$ cat config.mk
export PLATFORM = sky130hd
export DESIGN_NAME = uacs_top
export DESIGN_NICKNAME = d
export VERILOG_FILES = /design/src/design/uacs_pkg.sv /design/src/design/uacs_top.sv
export VERILOG_INCLUDE_DIRS = /design/src /design/src/design
export SDC_FILE = /design/constraint.sdc
export NUM_CORES = 1
export LEC_CHECK = 0
export ABC_AREA = 1
export BUFFER_PORTS_ARGS = -buffer_cell sky130_fd_sc_hd__buf_2
export CAP_MARGIN = 20
export CELL_PAD_IN_SITES_DETAIL_PLACEMENT = 1
export CELL_PAD_IN_SITES_GLOBAL_PLACEMENT = 1
export CORE_ASPECT_RATIO = 0.7
export CORE_MARGIN = 10
export CORE_UTILIZATION = 47
export CTS_CLUSTER_SIZE = 16
export DETAILED_ROUTE_END_ITERATION = 7
export PLACE_DENSITY = 0.9
export SYNTH_ARGS = -nofsm -noshare
export SYNTH_HDL_FRONTEND = slang
export SYNTH_SLANG_ARGS = --single-unit
$ cat constraint.sdc
create_clock -name core_clk_i -period 2.2 [get_ports core_clk_i]
set_input_delay 0.22 -clock core_clk_i [delete_from_list [all_inputs] [get_ports core_clk_i]]
set_output_delay 0.22 -clock core_clk_i [all_outputs]
set_load 0.03 [all_outputs]
$ cat src/design/uacs_consts.svh
// constants of the uart control and status block
//
// Contract
// loop without source select feeds receiver internally
// loop with source select reads serial out pin
// tx empty irq only while its enable set
// tx done irq only while its enable set
// rx full or overrun irq gated by enable
// idle irq only while its enable set
// xmit_on enables transmitter, queues idle preamble
// receiver runs only while rcv_on set
// standby wakes on idle, suppresses rx irqs
// toggled break_send sends exactly one break
// held break_send sends breaks back to back
// software reads status before data access
// writes to first status register ignored
// tx_buf_empty sets when shifter takes byte
// tx_buf_empty clears by status read, data write
// tx_done low while busy, line idles high
// tx_done clears by sequence or queueing, clear wins
// rx_buf_full sets on transfer, clears by sequence
// idle after 10 or 11 ones
// idle clears by sequence, rearms after frame
// software enables both directions before loop
// char_len_sel picks eight or nine data bits
// standby stops idle line setting idle flag
// long_break_sel adds three break bits
// one irq output ORs gated flags
`ifndef UACS_CONSTS_SVH
`define UACS_CONSTS_SVH
`define UACS_ADDR_CTRL1 3'h0
`define UACS_ADDR_CTRL2 3'h1
`define UACS_ADDR_STAT1 3'h2
`define UACS_ADDR_STAT2 3'h3
`define UACS_ADDR_DATAH 3'h4
`define UACS_ADDR_DATAL 3'h5
`define UACS_C1_LOOP 7
`define UACS_C1_SRC 5
`define UACS_C1_CHAR_LEN 4
`define UACS_C1_MASK 8'hb0
`define UACS_C2_TX_EMPTY_IRQ_EN 7
`define UACS_C2_TX_DONE_IRQ_EN 6
`define UACS_C2_RX_FULL_IRQ_EN 5
`define UACS_C2_IDLE_IRQ_EN 4
`define UACS_C2_XMIT_ON 3
`define UACS_C2_RCV_ON 2
`define UACS_C2_RX_STANDBY 1
`define UACS_C2_BREAK_SEND 0
`define UACS_S2_LONG_BREAK 2
`define UACS_DH_T8 6
`define UACS_CTRL_RST 8'h00
`define UACS_BIT_CYCLES 8'd16
`define UACS_BIT_LAST 8'd15
`define UACS_HALF_BIT 8'd7
`define UACS_FRAME8 4'd10
`define UACS_FRAME9 4'd11
`define UACS_BRK_EXTRA 4'd3
`endif

$ cat src/design/uacs_pkg.sv
// types of the uart control and status block
package uacs_pkg;
	typedef enum logic [1:0] {TX_IDLE, TX_PRE, TX_BRK, TX_DATA} uacs_tx_st_t;
	typedef enum logic [1:0] {RX_IDLE, RX_START, RX_DATA, RX_STOP} uacs_rx_st_t;
	typedef struct packed {
		logic [2:0] addr;
		logic [7:0] wdata;
		logic       wr;
		logic       rd;
	} uacs_bus_req_t;
	typedef struct packed {
		logic [7:0]  ctrl1;
		logic [7:0]  ctrl2;
		logic        long_brk;
		logic        t8;
		logic [7:0]  tdr;
		logic [8:0]  rdr;
		logic        tx_buf_empty;
		logic        tc;
		logic        rx_buf_full;
		logic        idle;
		logic        ovr;
		logic        arm_tx_buf_empty;
		logic        arm_tc;
		logic        arm_rx_buf_full;
		logic        arm_idle;
		logic        arm_ovr;
		logic        te_d;
		logic        pre_pend;
		uacs_tx_st_t tx_st;
		logic [10:0] tx_sh;
		logic        tx_fill;
		logic [3:0]  tx_left;
		logic [7:0]  tx_baud;
		uacs_rx_st_t rx_st;
		logic [8:0]  rx_sh;
		logic [3:0]  rx_cnt;
		logic [7:0]  rx_baud;
		logic [7:0]  ones;
		logic        idle_ok;
		logic [7:0]  rdata;
		logic        txd;
		logic        txd_oe;
		logic        irq;
	} uacs_state_t;
endpackage

$ cat src/design/uacs_top.sv
// uart control and status: registers, flags, framing, loop and break
//
// The address-and-strobe port and the address map were chosen for this implementation.
`timescale 1ns/1ps
`default_nettype none
`include "uacs_consts.svh"
module uacs_top
	import uacs_pkg::*;
(
	input  wire logic          core_clk_i,  // 50 MHz block clock
	input  wire logic          rst_b_i,     // async reset, active low
	input  wire uacs_bus_req_t bus_i,       // register access request
	output logic [7:0]         rdata_o,     // read data, cycle after read
	input  wire logic          rxd_i,       // receive pin
	input  wire logic          txd_i,       // level seen on serial out pin
	output logic               txd_o,       // serial out pin drive value
	output logic               txd_oe_o,    // serial out pin enable
	output logic               irq_o        // interrupt request, high
);
	uacs_state_t s;       // whole block state
	uacs_state_t n;       // next value of the state
	logic        m_9;     // nine data bit format
	logic        rx_in;   // receiver input after loop selection
	logic        wr_datl; // write of the low data register
	logic        rd_datl; // read of the low data register
	logic        sw_tc;   // software clear of tx_done

	// frame length in bits for the selected format
	function automatic logic [3:0] frame_bits(input logic nine);
		frame_bits = nine ? `UACS_FRAME9 : `UACS_FRAME8;
	endfunction

	// clocks of line high that make an idle character
	function automatic logic [7:0] idle_clks(input logic nine);
		idle_clks = 8'(frame_bits(nine)) * `UACS_BIT_CYCLES;
	endfunction

	assign m_9 = s.ctrl1[`UACS_C1_CHAR_LEN];
	// loop routes the tx line, single wire the pin level
	assign rx_in = !s.ctrl1[`UACS_C1_LOOP] ? rxd_i :
		(s.ctrl1[`UACS_C1_SRC] ? txd_i : s.txd);
	assign wr_datl = bus_i.wr && bus_i.addr == `UACS_ADDR_DATAL;
	assign rd_datl = bus_i.rd && bus_i.addr == `UACS_ADDR_DATAL;
	assign sw_tc   = wr_datl && s.arm_tc;

	// next state: bus, transmitter, receiver, outputs
	always_comb begin
		n = s;
		n.te_d  = s.ctrl2[`UACS_C2_XMIT_ON];
		n.rdata = 8'h00;
		// register writes; the first status register takes none
		if (bus_i.wr) begin
			case (bus_i.addr)
				`UACS_ADDR_CTRL1: n.ctrl1 = bus_i.wdata & `UACS_C1_MASK;
				`UACS_ADDR_CTRL2: n.ctrl2 = bus_i.wdata;
				`UACS_ADDR_STAT2: n.long_brk = bus_i.wdata[`UACS_S2_LONG_BREAK];
				`UACS_ADDR_DATAH: n.t8 = bus_i.wdata[`UACS_DH_T8];
				`UACS_ADDR_DATAL: n.tdr = bus_i.wdata;
				default: ;
			endcase
		end
		// register reads, answered in the next cycle
		if (bus_i.rd) begin
			case (bus_i.addr)
				`UACS_ADDR_CTRL1: n.rdata = s.ctrl1;
				`UACS_ADDR_CTRL2: n.rdata = s.ctrl2;
				`UACS_ADDR_STAT1: n.rdata = {s.tx_buf_empty, s.tc, s.rx_buf_full, s.idle, s.ovr, 3'h0};
				`UACS_ADDR_STAT2: n.rdata = {5'h00, s.long_brk, 2'h0};
				`UACS_ADDR_DATAH: n.rdata = {s.rdr[8], s.t8, 6'h00};
				`UACS_ADDR_DATAL: n.rdata = s.rdr[7:0];
				default: n.rdata = 8'h00; // unmapped reads as zero
			endcase
		end
		// a status read arms the clear of each flag it saw set
		if (bus_i.rd && bus_i.addr == `UACS_ADDR_STAT1) begin
			n.arm_tx_buf_empty = s.tx_buf_empty;
			n.arm_tc   = s.tc;
			n.arm_rx_buf_full = s.rx_buf_full;
			n.arm_idle = s.idle;
			n.arm_ovr  = s.ovr;
		end
		// data write completes the transmit side clear
		if (wr_datl) begin
			if (s.arm_tx_buf_empty) begin
				n.tx_buf_empty = 1'b0;
			end
			n.arm_tx_buf_empty = 1'b0;
			n.arm_tc   = 1'b0;
		end
		// data read completes the receive side clears, before any set
		if (rd_datl) begin
			if (s.arm_rx_buf_full) begin
				n.rx_buf_full = 1'b0;
			end
			if (s.arm_idle) begin
				n.idle = 1'b0;
			end
			if (s.arm_ovr) begin
				n.ovr = 1'b0;
			end
			n.arm_rx_buf_full = 1'b0;
			n.arm_idle = 1'b0;
			n.arm_ovr  = 1'b0;
		end
		// enabling the transmitter queues one idle preamble
		if (s.ctrl2[`UACS_C2_XMIT_ON] && !s.te_d) begin
			n.pre_pend = 1'b1;
		end
		// transmitter; a disable lets the running frame finish on txd_o, but txd_oe_o releases the pin on the next clock
		case (s.tx_st)
			TX_IDLE: begin
				// te_d holds off one cycle so the preamble goes first
				if (s.ctrl2[`UACS_C2_XMIT_ON] && s.te_d) begin
					if (s.pre_pend) begin
						n.pre_pend = 1'b0;
						n.tx_sh    = 11'h7ff;
						n.tx_fill  = 1'b1;
						n.tx_left  = frame_bits(m_9);
						n.tx_baud  = 8'h00;
						n.tx_st    = TX_PRE;
					end else if (s.ctrl2[`UACS_C2_BREAK_SEND]) begin
						n.tx_sh   = 11'h000;
						n.tx_fill = 1'b0;
						n.tx_left = frame_bits(m_9) +
							(s.long_brk ? `UACS_BRK_EXTRA : 4'h0);
						n.tx_baud = 8'h00;
						n.tx_st   = TX_BRK;
					end else if (!s.tx_buf_empty) begin
						// stop, ninth or stop, data, start; lsb first
						n.tx_sh   = {1'b1, m_9 ? s.t8 : 1'b1, s.tdr, 1'b0};
						n.tx_fill = 1'b1;
						n.tx_left = frame_bits(m_9);
						n.tx_baud = 8'h00;
						n.tx_st   = TX_DATA;
						n.tx_buf_empty    = 1'b1;
					end
				end
			end
			TX_PRE, TX_BRK, TX_DATA: begin
				n.tx_baud = s.tx_baud + 8'h01;
				if (s.tx_baud == `UACS_BIT_LAST) begin
					n.tx_baud = 8'h00;
					n.tx_sh   = {s.tx_fill, s.tx_sh[10:1]};
					n.tx_left = s.tx_left - 4'h1;
					if (s.tx_left == 4'h1) begin
						n.tx_st = TX_IDLE;
					end
				end
			end
			default: n.tx_st = TX_IDLE;
		endcase
		// tx_done: high only when all is quiet; the clear wins a tie
		n.tc = n.tx_st == TX_IDLE && n.tx_buf_empty && !n.pre_pend &&
			!(n.ctrl2[`UACS_C2_BREAK_SEND] && n.ctrl2[`UACS_C2_XMIT_ON]) &&
			!sw_tc;
		// receiver, held in idle while disabled
		if (!s.ctrl2[`UACS_C2_RCV_ON]) begin
			n.rx_st = RX_IDLE;
			n.ones  = 8'h00;
		end else begin
			case (s.rx_st)
				RX_IDLE: begin
					if (!rx_in) begin
						n.rx_st   = RX_START;
						n.rx_baud = 8'h00;
						n.ones    = 8'h00;
					end else if (s.ones < idle_clks(m_9)) begin
						n.ones = s.ones + 8'h01;
						// one full idle character seen
						if (s.ones == idle_clks(m_9) - 8'h01) begin
							if (s.ctrl2[`UACS_C2_RX_STANDBY]) begin
								n.ctrl2[`UACS_C2_RX_STANDBY] = 1'b0;
							end else if (s.idle_ok) begin
								n.idle    = 1'b1;
								n.idle_ok = 1'b0;
							end
						end
					end
				end
				RX_START: begin
					// recheck mid start bit to reject glitches
					n.rx_baud = s.rx_baud + 8'h01;
					if (s.rx_baud == `UACS_HALF_BIT) begin
						n.rx_baud = 8'h00;
						n.rx_cnt  = 4'h0;
						n.rx_st   = rx_in ? RX_IDLE : RX_DATA;
					end
				end
				RX_DATA: begin
					n.rx_baud = s.rx_baud + 8'h01;
					if (s.rx_baud == `UACS_BIT_LAST) begin
						n.rx_baud = 8'h00;
						n.rx_sh   = {rx_in, s.rx_sh[8:1]};
						n.rx_cnt  = s.rx_cnt + 4'h1;
						if (s.rx_cnt == (m_9 ? 4'h8 : 4'h7)) begin
							n.rx_st = RX_STOP;
						end
					end
				end
				RX_STOP: begin
					// stop level is not checked; no framing error is flagged
					n.rx_baud = s.rx_baud + 8'h01;
					if (s.rx_baud == `UACS_BIT_LAST) begin
						n.rx_st = RX_IDLE;
						n.ones  = 8'h00;
						// in standby frames are dropped, no flags move
						if (!s.ctrl2[`UACS_C2_RX_STANDBY]) begin
							if (n.rx_buf_full) begin
								n.ovr = 1'b1;
							end else begin
								n.rdr     = m_9 ? s.rx_sh : {1'b0, s.rx_sh[8:1]};
								n.rx_buf_full    = 1'b1;
								n.idle_ok = 1'b1;
							end
						end
					end
				end
				default: n.rx_st = RX_IDLE;
			endcase
		end
		// registered pin and request outputs
		n.txd    = n.tx_st == TX_IDLE ? 1'b1 : n.tx_sh[0];
		n.txd_oe = n.ctrl2[`UACS_C2_XMIT_ON];
		n.irq    = (n.tx_buf_empty && n.ctrl2[`UACS_C2_TX_EMPTY_IRQ_EN]) ||
			(n.tc && n.ctrl2[`UACS_C2_TX_DONE_IRQ_EN]) ||
			((n.rx_buf_full || n.ovr) && n.ctrl2[`UACS_C2_RX_FULL_IRQ_EN] &&
			 !n.ctrl2[`UACS_C2_RX_STANDBY]) ||
			(n.idle && n.ctrl2[`UACS_C2_IDLE_IRQ_EN] &&
			 !n.ctrl2[`UACS_C2_RX_STANDBY]);
	end

	// state register; flags start empty-buffer and done
	always_ff @(posedge core_clk_i or negedge rst_b_i) begin
		if (!rst_b_i) begin
			s          <= '0;
			s.ctrl1    <= `UACS_CTRL_RST;
			s.ctrl2    <= `UACS_CTRL_RST;
			s.tx_buf_empty     <= 1'b1;
			s.tc       <= 1'b1;
			s.idle_ok  <= 1'b1;
			s.tx_sh    <= 11'h7ff;
			s.tx_fill  <= 1'b1;
			s.tx_st    <= TX_IDLE;
			s.rx_st    <= RX_IDLE;
			s.txd      <= 1'b1;
		end else begin
			s <= n;
		end
	end

	assign rdata_o  = s.rdata;
	assign txd_o    = s.txd;
	assign txd_oe_o = s.txd_oe;
	assign irq_o    = s.irq;

	// checks on the block's own behaviour
	localparam int BRK_SHORT = 10 * `UACS_BIT_CYCLES - 1;
	localparam int BRK_LONG  = (`UACS_FRAME8 + `UACS_BRK_EXTRA) * `UACS_BIT_CYCLES - 1;
endmodule
`default_nettype wire

==> impl_metrics.env <==
export IMPL_powerDensity_mw_per_mm2=1001
export IMPL_grt_use_total=0.2075
export IMPL_drive_gt1_frac=0.1912
export IMPL_peakVddDrop_mv=0.4640
export IMPL_synthesis_nets=698
export IMPL_holdBufCountCts=1
export IMPL_ys_ff_latch=110
export IMPL_post_cts_buffers=0
export IMPL_status="complete, no violations"
export IMPL_min_period_ns=1.928
export IMPL_io_buffer_count=27
export IMPL_clock_latency_ns=0.35
export IMPL_antenna_found_initial=0
export IMPL_diodes=0
export IMPL_path_clk_slew_ns=0.07
export IMPL_rsz0062_at_grt="false"
export IMPL_yosysSeqAreaShare=0.4858
export IMPL_cp_arrival_ns=2.20
export IMPL_cts_tree="built"
export IMPL_hold_path_class="primary input to register"
export IMPL_crit_chain="ha_1 > nand3_1 > nor2_2 > nand2_1 > inv_1 > nand2_1 > nand2_1 > a31oi_1 > nand2_1"
export IMPL_htreeDepth=3
export IMPL_syn_inst=672
export IMPL_die_area_mm2=0.01702
export IMPL_rows=33
export IMPL_final_setup_tns_ns=0
export IMPL_max_stage_delay_ns=0.42
export IMPL_total_leakage_power_nw=2.964
export IMPL_num_vias=4898
export IMPL_finalCritPeriodShare=0.8764
export IMPL_cp_slowest_cell="dfrtp_1"
export IMPL_dp_cells=842
export IMPL_drv_slew=0
export IMPL_ant_nets=0
export IMPL_critPathMaxFanout=12
export IMPL_die_h_um=112.2
export IMPL_grt_overflow_total=0
export IMPL_cts_resized=0
export IMPL_yosys_warnings=0
export IMPL_first_global_vias=5310
export IMPL_gp_congestion=0.9035
export IMPL_grt_pass1_wl_um=28250
export IMPL_final_hold_violation_count=0
export IMPL_cp_start_kind="register"
export IMPL_drt_iter0_drc=457
export IMPL_drt_pass1_iter_count=5
export IMPL_critPathMostFrequentCell="nand2_1"
export IMPL_synth_top_area_frac=0.4121
export IMPL_cts_buffers=9
export IMPL_syn_cell_area_mm2=0.005708
export IMPL_io_pins=28
export IMPL_grt_max_degree=53
export IMPL_layout_cells_non_filler=858
export IMPL_yosys_cell_types_count=51
export IMPL_finClkSkew_ns=0.009803
export IMPL_worstSetupPathType="register to register"
export IMPL_via_per_inst=5.709
export IMPL_drc=0
export IMPL_start_util=0.4834
export IMPL_fmaxAchievable_mhz=518.6
export IMPL_worst_slew_pin_slew_ns=0.5314
export IMPL_wl_per_cell_um=20.04
export IMPL_crit_path_end_kind="register"
export IMPL_routed_wl_um=17200
export IMPL_relSlewSlack=0.6457
export IMPL_die_width_um=151.7
export IMPL_final_nets=723
export IMPL_area_growth_pct=9.163
export IMPL_setup_violations_final=0
export IMPL_clk_path_buf_depth=2
export IMPL_cts_sinks=110
export IMPL_required_ns=2.47
export IMPL_synth_top_area_cell="dfrtp_1"
export IMPL_core_mm2=0.01181
export IMPL_fin_hold_ws_ns=0.1840
export IMPL_avgSynthCellArea_um2=8.494
export IMPL_hpwl_um=12300
export IMPL_ys_top_cells_by_area="dfrtp_1 41%, nand2_1 11%, dfstp_2 7.4%, inv_1 4.5%, nand3_1 4.3%"
export IMPL_clock_root_buffer="clkbuf_16"
export IMPL_drv_cap=0
## cell type report
| type | count | area, um2 |
|---|---|---|
| Inverter | 84 | 320.3 |
| Clock buffer | 13 | 260.3 |
| Fill cell | 1427 | 5578 |
| Multi-Input combinational cell | 458 | 2466 |
| Clock inverter | 2 | 10.01 |
| Timing Repair Buffer | 34 | 205.2 |
| Sequential cell | 110 | 2773 |
| Tap cell | 157 | 196.4 |
## cells in the final DEF, fill, tap and decap left out, types with 9 or more instances in the layout
cell	synthesis	layout
a21oi_1	22	22
buf_2	2	26
clkbuf_16	0	9
dfrtp_1	94	94
dfstp_2	16	16
ha_1	9	9
inv_1	69	69
inv_2	10	10
nand2_1	171	171
nand2_2	11	11
nand3_1	49	49
nor2_1	41	41
nor2_2	9	9
o21ai_0	45	45
o21ai_1	15	15
o21ai_2	18	18
## cell families (layout without fill, tap and decap cells)
family,Yosys count,in the layout,synth area share
and+or+nand+nor,309,309,0.2514
AOI/OAI and AO/OA,129,129,0.1438
adders and majority gates,9,9,0.01973
DFF,110,110,0.4858
xor gates and xnor gates,10,10,0.01534
muxes,1,1,0.001754
buffers and inverters,104,133,0.08220
## per-stage QoR
| step | setup slack, ns | util | cell area (um2) | power (W) |
|---|---|---|---|---|
| CTS | 0.3014 | 0.5277 | 6231 | 0.006239 |
| floorplan | 0.6536 | - | 5708 | 0.004051 |
| global route | 0.06130 | 0.5277 | 6231 | 0.006611 |
| detailed placement | 0.3612 | 0.5039 | 5951 | 0.004646 |
| global placement | 0.4195 | 0.5039 | 5951 | 0.004443 |
| finish | 0.2719 | 0.5277 | 6231 | 0.006240 |
## power breakdown
part / switching [W] / internal (W)
registers: 0.000349 / 0.00252
clock network: 0.000740 / 0.000823
logic: 0.00124 / 0.000572
## registers in the layout, summed over array words and instances, names as in the netlist
register	cells
txd_o	1
m_9	1
irq_o	1
s	98
n	1
rdata_o	8
## synthesized netlist by cell type, drive strengths merged
master / n
dfrtp: 94
o22a: 1
buf: 18
nor2: 56
ha: 9
nor3b: 1
mux2i: 1
nor3: 7
o211a: 1
o21ai: 78
a221oi: 1
o22ai: 1
o211ai: 4
a31oi: 3
dfstp: 16
a41oi: 5
o31ai: 2
nand4: 5
o2111ai: 1
a2bb2oi: 1
a21oi: 25
clkinv: 4
or2: 1
a21boi: 2
nand2: 187
a22o: 1
clkbuf: 2
xnor2: 4
o21a: 3
xor2: 6
nand3: 52
inv: 80
## worst max-delay path: cells and delay by family, from the launching register on
family	cells	cell delay (ns)
flip-flops	1	0.42
AND/OR/NAND/NOR	6	0.71
AO/OA/AOI/OAI	1	0.23
buffers and inverters	1	0.23
adder cells (fa/ha/maj)	1	0.25
## worst paths after layout
| path | depth (start not counted) | end | slack (ns) | startpoint |
|---|---|---|---|---|
| worst max-delay path | 9 | txd_o | 0.27 | s[43] |
| worst min-delay path | 3 | s[96] | 0.18 | bus_i[8] |
| worst max register to register | 9 | txd_o | 0.27 | s[43] |
| worst min register to register | 0 | s[70] | 0.48 | n[70] |
| max in group asynchronous | 3 | s[56] | 1.02 | rst_b_i |
| min in group asynchronous | 2 | s[43] | 0.39 | rst_b_i |
## metal layers
metal / vias to the layer above / track usage / wire (um)
met4: 0 / 0.06844 / 404
li1: 2223 / - / -
met5: - / 0 / 0
met1: 2442 / 0.2704 / 7250
met3: 40 / 0.04374 / 1111
met2: 193 / 0.3356 / 8429
No activity file was read; power rests on OpenSTA's default activity.
